===== src/pkg/smt_pkg.sv =====
/*
  package for the link target management command decoder: register
  indices, command codes, reset-control encodings and timing constants.
  assumes nothing of its surroundings.
*/
`default_nettype none
package smt_pkg;
  localparam logic [7:0] REG_MGMT_COMMAND = 8'h00;
  localparam logic [7:0] REG_MSG_BYTE_LOW = 8'h04;
  localparam logic [7:0] REG_MSG_BYTE_HIGH = 8'h05;

  localparam logic [7:0] CMD_WAKE_OR_SMI = 8'h01;
  localparam logic [7:0] CMD_POWER_DOWN = 8'h02;
  localparam logic [7:0] CMD_SOFT_RESET = 8'h03;
  localparam logic [7:0] CMD_HARD_RESET = 8'h04;
  localparam logic [7:0] CMD_MSG_DISABLE = 8'h05;
  localparam logic [7:0] CMD_WATCHDOG_RELOAD_COMMAND = 8'h06;
  localparam logic [7:0] CMD_LINK_SMI = 8'h08;

  // reset_control_port equivalent values, bits 3:1
  localparam logic [3:0] RST_CTRL_SOFT = 4'h6;
  localparam logic [3:0] RST_CTRL_HARD = 4'hE;

  localparam logic [2:0] PWR_STATE_S0 = 3'h0;
  localparam logic [6:0] TARGET_ADDR_RESET = 7'h44;
  localparam logic [7:0] MSG_BYTE_RESET = 8'h00;
  localparam logic [1:0] SYNC_STAGES = 2'h2;
endpackage
`default_nettype wire


===== src/logic/smt_sync.sv =====
/*
  two-flop synchroniser for a bundle of asynchronous levels.
  assumes the inputs come from outside the i_sys_clk domain.
*/
`timescale 1ns/1ns
`default_nettype none
module smt_sync #(
  parameter int WIDTH = 3
) (
  input wire logic i_sys_clk,
  input wire logic i_rst_b,
  input wire logic [WIDTH-1:0] i_async,
  output logic [WIDTH-1:0] o_sync
);
  logic [WIDTH-1:0] meta_r;

  if (WIDTH < 1) begin : g_width_check
    $error("smt_sync needs WIDTH of at least 1");
  end

  always_ff @(posedge i_sys_clk or negedge i_rst_b) begin
    if (!i_rst_b) begin
      meta_r <= '1;
      o_sync <= '1;
    end else begin
      meta_r <= i_async;
      o_sync <= meta_r;
    end
  end
endmodule
`default_nettype wire


===== src/logic/smt_target.sv =====
/*
  link target management command decoder: a byte-level two-wire target
  that takes byte writes to the command and message registers and answers
  byte reads, and turns commands into one-cycle action pulses, save code 5, which clears a messaging enable level.
  assumes scl and sda are open-drain pins from the initiator, sampled by
  i_sys_clk; read data come combinationally from i_read_data.
*/
// Behaviour
// - register index 0 is the command register
// - index 4 and 5 hold message bytes
// - code 1 wakes asleep system, else interrupt
// - code 2 sets override status, powers down
// - code 3 soft reset, port bits 2:1
// - code 4 hard reset, port bits 3:1
// - code 5 disables messages until resume reset
// - code 6 reloads the watchdog
// - code 8 sets link status only in S0
// - start, matching address, write bit zero
// - target drives selected data byte
`timescale 1ns/1ns
`default_nettype none
module smt_target
  import smt_pkg::*;
#(
  parameter logic [6:0] TARGET_ADDR = TARGET_ADDR_RESET
) (
  input wire logic i_sys_clk,
  input wire logic i_rst_b,
  input wire logic i_resume_well_reset_b,
  input wire logic i_scl,
  input wire logic i_sda,
  output logic o_sda_oe_b,
  input wire logic [2:0] i_power_state,
  input wire logic [7:0] i_read_data,
  output logic [7:0] o_read_index,
  output logic [7:0] o_message_byte_low,
  output logic [7:0] o_message_byte_high,
  output logic o_wake,
  output logic o_system_management_interrupt,
  output logic o_power_button_override_status,
  output logic o_power_down,
  output logic o_reset_port_write,
  output logic [3:0] o_reset_port_bits,
  output logic o_management_messaging_en,
  output logic o_watchdog_reload_command,
  output logic o_link_target_interrupt_status,
  output logic o_link_target_interrupt_command
);
  typedef enum logic [5:0] {
    ST_IDLE = 6'h01,
    ST_ADDR = 6'h02,
    ST_CMD = 6'h04,
    ST_DATA = 6'h08,
    ST_SEND = 6'h10,
    ST_ACK = 6'h20
  } smt_state_t;

  logic [2:0] sync_w;
  logic scl_r;
  logic sda_r;
  logic scl_d_r;
  logic sda_d_r;
  logic rsm_b_w;
  logic scl_rise;
  logic scl_fall;
  logic start_cond;
  logic stop_cond;
  smt_state_t state_r;
  smt_state_t after_ack_r;
  logic [3:0] bit_cnt_r;
  logic [7:0] shift_r;
  logic [7:0] index_r;
  logic is_read_r;
  logic ack_drive_r;
  logic wr_strobe;
  logic [7:0] wr_data;
  logic awake;

  smt_sync #(.WIDTH(3)) u_sync (
    .i_sys_clk(i_sys_clk),
    .i_rst_b(i_rst_b),
    .i_async({i_resume_well_reset_b, i_sda, i_scl}),
    .o_sync(sync_w)
  );

  always_ff @(posedge i_sys_clk or negedge i_rst_b) begin
    if (!i_rst_b) begin
      scl_d_r <= 1'b1;
      sda_d_r <= 1'b1;
    end else begin
      scl_d_r <= sync_w[0];
      sda_d_r <= sync_w[1];
    end
  end
  assign scl_r = sync_w[0];
  assign sda_r = sync_w[1];
  assign rsm_b_w = sync_w[2];
  assign scl_rise = scl_r && !scl_d_r;
  assign scl_fall = !scl_r && scl_d_r;
  assign start_cond = scl_r && scl_d_r && !sda_r && sda_d_r;
  assign stop_cond = scl_r && scl_d_r && sda_r && !sda_d_r;
  assign awake = (i_power_state == PWR_STATE_S0);

  // byte-level bit engine; repeated start re-enters address phase
  always_ff @(posedge i_sys_clk or negedge i_rst_b) begin
    if (!i_rst_b) begin
      state_r <= ST_IDLE;
      after_ack_r <= ST_IDLE;
      bit_cnt_r <= 4'h0;
      shift_r <= 8'h00;
      index_r <= 8'h00;
      is_read_r <= 1'b0;
      ack_drive_r <= 1'b0;
    end else if (start_cond) begin
      state_r <= ST_ADDR;
      bit_cnt_r <= 4'h0;
      ack_drive_r <= 1'b0;
    end else if (stop_cond) begin
      state_r <= ST_IDLE;
      ack_drive_r <= 1'b0;
    end else begin
      case (state_r)
        ST_IDLE: begin
          ack_drive_r <= 1'b0;
        end
        ST_ADDR, ST_CMD, ST_DATA: begin
          if (scl_rise) begin
            shift_r <= {shift_r[6:0], sda_r};
            bit_cnt_r <= bit_cnt_r + 4'h1;
          end else if (scl_fall && bit_cnt_r == 4'h8) begin
            bit_cnt_r <= 4'h0;
            if (state_r == ST_ADDR) begin
              if (shift_r[7:1] == TARGET_ADDR) begin
                ack_drive_r <= 1'b1;
                is_read_r <= shift_r[0];
                after_ack_r <= shift_r[0] ? ST_SEND : ST_CMD;
                state_r <= ST_ACK;
              end else begin
                state_r <= ST_IDLE;
              end
            end else if (state_r == ST_CMD) begin
              index_r <= shift_r;
              ack_drive_r <= 1'b1;
              after_ack_r <= ST_DATA;
              state_r <= ST_ACK;
            end else begin
              ack_drive_r <= 1'b1;
              after_ack_r <= ST_IDLE;
              state_r <= ST_ACK;
            end
          end
        end
        ST_ACK: begin
          if (scl_fall) begin
            ack_drive_r <= 1'b0;
            state_r <= after_ack_r;
            if (after_ack_r == ST_SEND) begin
              shift_r <= i_read_data;
              ack_drive_r <= !i_read_data[7];
            end
          end
        end
        ST_SEND: begin
          if (scl_fall) begin
            if (bit_cnt_r == 4'h7) begin
              ack_drive_r <= 1'b0;
              state_r <= ST_IDLE;
              bit_cnt_r <= 4'h0;
            end else begin
              shift_r <= {shift_r[6:0], 1'b0};
              ack_drive_r <= !shift_r[6];
              bit_cnt_r <= bit_cnt_r + 4'h1;
            end
          end
        end
        default: begin
          state_r <= ST_IDLE;
        end
      endcase
    end
  end

  // write of the data byte completes on the ack edge of the third byte
  assign wr_strobe = (state_r == ST_DATA) && !start_cond && !stop_cond &&
                     scl_fall && (bit_cnt_r == 4'h8) && !is_read_r;
  assign wr_data = shift_r;

  always_ff @(posedge i_sys_clk or negedge i_rst_b) begin
    if (!i_rst_b) begin
      o_sda_oe_b <= 1'b1;
      o_read_index <= 8'h00;
    end else begin
      o_sda_oe_b <= !ack_drive_r;
      o_read_index <= index_r;
    end
  end

  // no guard against a processor read racing the overwrite
  always_ff @(posedge i_sys_clk or negedge i_rst_b) begin
    if (!i_rst_b) begin
      o_message_byte_low <= MSG_BYTE_RESET;
      o_message_byte_high <= MSG_BYTE_RESET;
    end else if (wr_strobe) begin
      if (index_r == REG_MSG_BYTE_LOW) begin
        o_message_byte_low <= wr_data;
      end
      if (index_r == REG_MSG_BYTE_HIGH) begin
        o_message_byte_high <= wr_data;
      end
    end
  end

  // action pulses; other codes and indices fall through untouched
  always_ff @(posedge i_sys_clk or negedge i_rst_b) begin
    if (!i_rst_b) begin
      o_wake <= 1'b0;
      o_system_management_interrupt <= 1'b0;
      o_power_down <= 1'b0;
      o_reset_port_write <= 1'b0;
      o_reset_port_bits <= 4'h0;
      o_watchdog_reload_command <= 1'b0;
      o_link_target_interrupt_command <= 1'b0;
    end else begin
      o_wake <= 1'b0;
      o_system_management_interrupt <= 1'b0;
      o_power_down <= 1'b0;
      o_reset_port_write <= 1'b0;
      o_watchdog_reload_command <= 1'b0;
      o_link_target_interrupt_command <= 1'b0;
      if (wr_strobe && index_r == REG_MGMT_COMMAND) begin
        case (wr_data)
          CMD_WAKE_OR_SMI: begin
            o_wake <= !awake;
            o_system_management_interrupt <= awake;
          end
          CMD_POWER_DOWN: begin
            o_power_down <= 1'b1;
          end
          CMD_SOFT_RESET: begin
            o_reset_port_write <= 1'b1;
            o_reset_port_bits <= RST_CTRL_SOFT;
          end
          CMD_HARD_RESET: begin
            o_reset_port_write <= 1'b1;
            o_reset_port_bits <= RST_CTRL_HARD;
          end
          CMD_WATCHDOG_RELOAD_COMMAND: begin
            o_watchdog_reload_command <= 1'b1;
          end
          CMD_LINK_SMI: begin
            o_link_target_interrupt_command <= 1'b1;
          end
          default: begin
          end
        endcase
      end
    end
  end

  // sticky status bits; only a system reset clears them here
  always_ff @(posedge i_sys_clk or negedge i_rst_b) begin
    if (!i_rst_b) begin
      o_power_button_override_status <= 1'b0;
      o_link_target_interrupt_status <= 1'b0;
    end else if (wr_strobe && index_r == REG_MGMT_COMMAND) begin
      if (wr_data == CMD_POWER_DOWN) begin
        o_power_button_override_status <= 1'b1;
      end
      if (wr_data == CMD_LINK_SMI && awake) begin
        o_link_target_interrupt_status <= 1'b1;
      end
    end
  end

  // message disable survives everything except the resume-well reset and the system reset
  always_ff @(posedge i_sys_clk or negedge i_rst_b) begin
    if (!i_rst_b) begin
      o_management_messaging_en <= 1'b1;
    end else if (!rsm_b_w) begin
      o_management_messaging_en <= 1'b1;
    end else if (wr_strobe && index_r == REG_MGMT_COMMAND &&
                 wr_data == CMD_MSG_DISABLE) begin
      o_management_messaging_en <= 1'b0;
    end
  end
endmodule
`default_nettype wire


===== config.mk =====
export PLATFORM = sky130hd
export DESIGN_NAME = smt_target
export DESIGN_NICKNAME = d
export VERILOG_FILES = /design/src/pkg/smt_pkg.sv /design/src/logic/smt_sync.sv /design/src/logic/smt_target.sv
export SDC_FILE = /design/constraint.sdc
export NUM_CORES = 1
export LEC_CHECK = 0
export BUFFER_PORTS_ARGS = -buffer_cell sky130_fd_sc_hd__buf_2
export CAP_MARGIN = 20
export CORE_ASPECT_RATIO = 0.7
export CORE_UTILIZATION = 55
export DETAILED_ROUTE_END_ITERATION = 10
export HOLD_SLACK_MARGIN = 0.03
export PLACE_DENSITY = 0.78
export SYNTH_ARGS = -nofsm -noshare
export SYNTH_HDL_FRONTEND = slang
export SYNTH_HIERARCHICAL = 1
export SYNTH_SLANG_ARGS = --single-unit
export TNS_END_PERCENT = 5

===== constraint.sdc =====
create_clock -name i_sys_clk -period 6.5 [get_ports i_sys_clk]
set_input_delay 0.325 -clock i_sys_clk [delete_from_list [all_inputs] [get_ports i_sys_clk]]
set_output_delay 0.325 -clock i_sys_clk [all_outputs]
set_load 0.01 [all_outputs]

* Word-level counts from Yosys, hierarchy flattened *
Index checks and enable logic that the tools add are counted.

word-level totals
  logic and storage cells = 166
  output and inout port bits = 38
  bits in registers = 80

cells by class
  eq/ne operators = 36
  add/subtract/negate cells = 1
  reductions and logical operators = 47
  bitwise operators = 4
  mux-type cells = 53

operators by type and width
  kind                number
  $mux 6              11
  $eq 8x3->1 const B  5
  $mux 8              5
  $mux 4              7
  $mux 1              24
  $ne 4x4->1 const B  6
  $pmux 6 s4          1
  $pmux 8 s3          1
  $reduce_and 6->1    3
  $eq 8x2->1 const B  2
  $logic_and 1x1->1   16
  $pmux 4 s2          2
  $ne 2x2->1 const B  7
  $reduce_and 7->1    2
  $eq 6x5->1 const B  2
  $logic_not 1->1     11
  $reduce_and 2->1    5
  $eq 8x1->1 const B  1
  $eq 8x4->1 const B  1
  $logic_not 8->1     1
  $reduce_and 8->1    1
  $eq 7x7->1 const B  1
  $eq 6x1->1 const B  1
  $eq 6x2->1 const B  1
  19 further kinds    24

* Longest topological paths before layout *
  depth in word-level cells = 13
  depth in mapped cells = 8
  gate-level depth less buffers = 7

* Hierarchy *
The synthesis kept the hierarchy.

modules (own cells, without submodules)
  module      area an instance (um^2)  instances  cells an instance
  smt_target  3210.6                   1          284
  smt_sync    157.7                    1          6

* Worst setup path after synthesis *
No wires, ideal clock.

  path type = register to register
  start = reg state_r[3]
  end = reg shift_r[0]
  data required time = 6.375 ns
  arrival time = 2.007 ns
  slack = 4.369 ns
  cell stages (with the launch flop) = 6
  library setup time = 0.125 ns
  path through = dfrtp_1 > nor2b_2 > o311ai_4 > nor2_2 > nor4_4 > mux2_2

on the way
  cells in the longest elaborated chain, start to end = 4

RTL lines
  item                                                                     line               source
  start: declaration                                                       smt_target.sv:68   smt_state_t state_r;
  start signal: assignment                                                 smt_target.sv:156  state_r <= after_ack_r;
  $eq 6x2->1, or another cell as far along                                 smt_target.sv:122  case (state_r)
  $reduce_or 3->1                                                          smt_target.sv:122
  $ne 2x2->1 (no source line) / $reduce_bool 3->1 (equally long branches)  -
  $reduce_and 8->1 (no source line)                                        -
  end signal: assignment                                                   smt_target.sv:128  shift_r <= {shift_r[6:0], sda_r};
  end signal: assignment                                                   smt_target.sv:158  shift_r <= i_read_data;
  end signal: assignment                                                   smt_target.sv:170  shift_r <= {shift_r[6:0], 1'b0};
  end: declaration                                                         smt_target.sv:71   logic [7:0] shift_r;

Parallel ways exist; a longest one is shown, timed or not.
A chain may end at the register's enable or synchronous reset.

* Worst setup path in the final report *
  start = reg scl_d_r
  end = reg o_message_byte_low[6]

on the way
  cells in the longest elaborated chain, start to end = 10

RTL lines
  item                                 line                                  source
  start: declaration                   smt_target.sv:61                      logic scl_d_r;
  start signal: assignment             smt_target.sv:91                      scl_d_r <= sync_w[0];
  $logic_and 1x1->1                    smt_target.sv:100, smt_target.sv:101
  $logic_and 1x1->1 (2 in a row)       smt_target.sv:100                     assign start_cond = scl_r && scl_d_r && !sda_r && sda_d_r;
  $logic_not 1->1                      smt_target.sv:184                     assign wr_strobe = (state_r == ST_DATA) && !start_cond && !stop_cond &&
  $logic_and 1x1->1 (2 in a row)       smt_target.sv:184
  $logic_and 1x1->1 *                  smt_target.sv:184
  $logic_and 1x1->1 * (2 in a row)     smt_target.sv:185                     scl_fall && (bit_cnt_r == 4'h8) && !is_read_r;
  $reduce_and 2->1 (no source line) *  -
  end signal: assignment               smt_target.sv:205                     o_message_byte_low <= wr_data;
  end: declaration                     smt_target.sv:36                      output logic [7:0] o_message_byte_low,

Mark *: on every way between the ends. The rest lies on a longest branch, timed or not.

==> run metrics <==
outcome complete, no violations; initial antenna violation count 0; Clk Latency, worst-skew pair 0.35 ns; Die Y-Extent 67.5 um; Clk pwr share 36.3%; PwrDens 274 mW/mm^2; Post-synth EDFFs 0; # H-tree levels 3; Util after Layout 66.9%; Switching Fraction 28.0%; Startpoint Class flop; Remaining Overflow, GRT 0; layout cells sized above 1 35.9%; initial detailed-routing violation count 182; length of routed wiring on met1 3.42 mm; Setup Buffers After CTS 0; Starting Density 57.9%; RSZ-0062 raised after global routing no; DR top layer met4; Yosys cell types 50; Root Driver clkbuf_8; Crit path arrival time 2.73 ns; crit-path leading delay family simple AND/OR/NAND/NOR gates; TritonCTS clock tree built; synth warn 6; placed instance area 0.00368 mm^2; Total GRT Usage 23.5%; cells along the critical path nand2b_1, nor3_1, nand4_1, nor2_2, mux2_2; Syn Nets 308; antenna fix cells 0; max-slew violations 0; I/O Pins 54; global-route wire length before repair 11.0 mm; clk buf depth 2; critical path class flop to flop; area added between synthesis and finish 15.5%; Avg Vias per Cell 5.81; Slew headroom 38.3%; die area 0.00645 mm^2; Worst EP required 6.74 ns; post-route setup TNS 0 ns; Hold Path Class input port to flop; Psw 298 uW; dpl hpwl 4.81 mm; met3 routed WL 512 um; hold_ws 0.0668 ns; port bufs 52; FILL cells 445; pin count of the biggest net entering global routing 77; worst path bufs/invs 0; ANT nets after route 0; DR WL/cell 16.2 um; Seq/Total Area, Yosys 56.9%; multi-input logic area 0.00136 mm^2; gpl congestion 0.937; routed via count 2457; Largest stage delay, worst path 0.62 ns; Die Wd 95.5 um; vias in the first global route 2189; Peak VDD IR 0.140 mV; CTS Hold Buffers Added 0; Reg clk slew, reported paths 0.08 ns; Final min period 2.49 ns; Mapped Cells 290; Reg area 0.00192 mm^2; core area 0.00581 mm^2; clock skew 0.00792 ns; sequential share of power 51.7%; Hold Vio Cnt, Final 0; synthesized area per cell 11.6 um^2; CP endpoint kind flop; Int Power 768 uW; LEAKAGE 0.00192 uW; layout net count 361; post-cts sizing count 0; Setup violations, final 0; Primary FF master, synth dfrtp_1; Achievable Freq 402 MHz; async set-reset flop share out of synthesis 100%; combinational share of power 12.1%; Post-Synthesis Cell Area 0.00337 mm^2; max-cap viol count 0; residual DRC count 0; # rows 23; WL final 6.86 mm; slowest CP cell nor3_1; Slew @ Worst Pin 0.925 ns; Clock Sinks 76; Yosys reg bits 76; metal2 WL 2.85 mm; router iterations before antenna repair 5; crit share post-route 38.3%; TritonCTS buffer count 9; Final Instance Area 0.00389 mm^2; Max FO, Critical Path 8
power groups by stage:
stage / combinational (uW) / sequential [uW] / clock (uW)
6_report: 128 / 551 / 387
5_1_grt: 141 / 556 / 416
4_1_cts: 128 / 549 / 395
3_5_place_dp: 125 / 558 / 0
3_3_place_gp: 124 / 557 / 0
2_1_floorplan: 112 / 528 / 0
cell usage after synthesis (3+ instances only):
cell / n / area (um^2)
dfrtp_1: 64 / 1600
nor3_1: 11 / 55.1
nand2_1: 37 / 139
nand3_1: 7 / 35.0
nand3b_1: 4 / 30.0
o31ai_1: 4 / 30.0
a211oi_1: 3 / 22.5
mux2_2: 34 / 383
inv_1: 11 / 41.3
nand2b_1: 5 / 31.3
o21ai_0: 6 / 30.0
nor4_1: 3 / 18.8
a21oi_1: 7 / 35.0
buf_2: 3 / 15.0
o21a_1: 3 / 22.5
dfstp_2: 12 / 315
clkbuf_1: 5 / 18.8
and3_1: 4 / 25.0
nor2b_1: 6 / 37.5
nand4_1: 3 / 18.8
a31oi_1: 3 / 18.8
nor2_1: 15 / 56.3
mux2i_1: 6 / 60.1
final cells by class:
cell class | instances | share of cell area [%]
well taps | 75 | 2.41
inverters | 11 | 1.06
flip-flops and latches | 76 | 49.3
multi-input cells | 193 | 35.0
clock buffers | 9 | 3.18
repair buffers | 52 | 6.75
clock inverters | 7 | 2.35
kinds of logic (layout without fill, tap and decap cells):
kind of cell,after synthesis,after routing,synth area share [%]
AND/OR/NAND/NOR,109,109,17.4
flip-flops,76,76,56.9
AO/OA/AOI/OAI,40,40,8.73
multiplexers,40,40,13.2
buffers and inverters,21,79,2.67
adder cells (fa/ha/maj),2,2,0.743
other,1,1,0.111
XOR/XNOR,1,1,0.260
state kept, by name, indices dropped and copies added (netlist names), 2 cells and up:
signal               cells
index_r                  8
o_read_index             8
after_ack_r              4
u_sync/meta_r            3
o_reset_port_bits        2
o_message_byte_low       8
o_message_byte_high      8
u_sync/o_sync            3
state_r                  6
bit_cnt_r                4
shift_r                  8
metrics by stage:
step | cells | total power (uW) | worst slack, ns
floorplan | 290 | 641 | 4.37
global route | 423 | 1110 | 3.91
detailed placement | 407 | 683 | 4.08
finish | 423 | 1070 | 4.01
global placement | 407 | 681 | 4.17
CTS | 423 | 1070 | 4.04
placed cells by master (no fill, tap or decap), types with 7 or more instances in the layout:
cell,Yosys,routed
dfrtp_1,64,64
buf_2,3,51
nand2_1,37,37
mux2_2,34,34
nor2_1,15,15
dfstp_2,12,12
inv_1,11,11
nor3_1,11,11
clkbuf_8,0,9
nand3_1,7,7
a21oi_1,7,7
per-layer routing:
layer	GRT usage (%)	vias up
li1	-	1128
met1	34.8	1213
met2	32.2	104
met3	9.12	12
met4	6.16	0
met5	0	-
worst paths after layout:
check	startpoint	endpoint	slack, ns	depth (start not counted)
worst max-delay path	scl_d_r$_DFF_PN1_	o_message_byte_low[6]$_DFFE_PN0P_	4.01	5
worst min-delay path	i_resume_well_reset_b	u_sync/meta_r[2]$_DFF_PN1_	0.07	1
worst max register to register	scl_d_r$_DFF_PN1_	o_message_byte_low[6]$_DFFE_PN0P_	4.01	5
worst min register to register	u_sync/meta_r[2]$_DFF_PN1_	u_sync/o_sync[2]$_DFF_PN1_	0.36	0
max in group asynchronous	i_rst_b	bit_cnt_r[0]$_DFFE_PN0P_	5.80	1
min in group asynchronous	i_rst_b	bit_cnt_r[2]$_DFFE_PN0P_	0.09	1
Note: power is estimated with default switching activity, not from simulation.
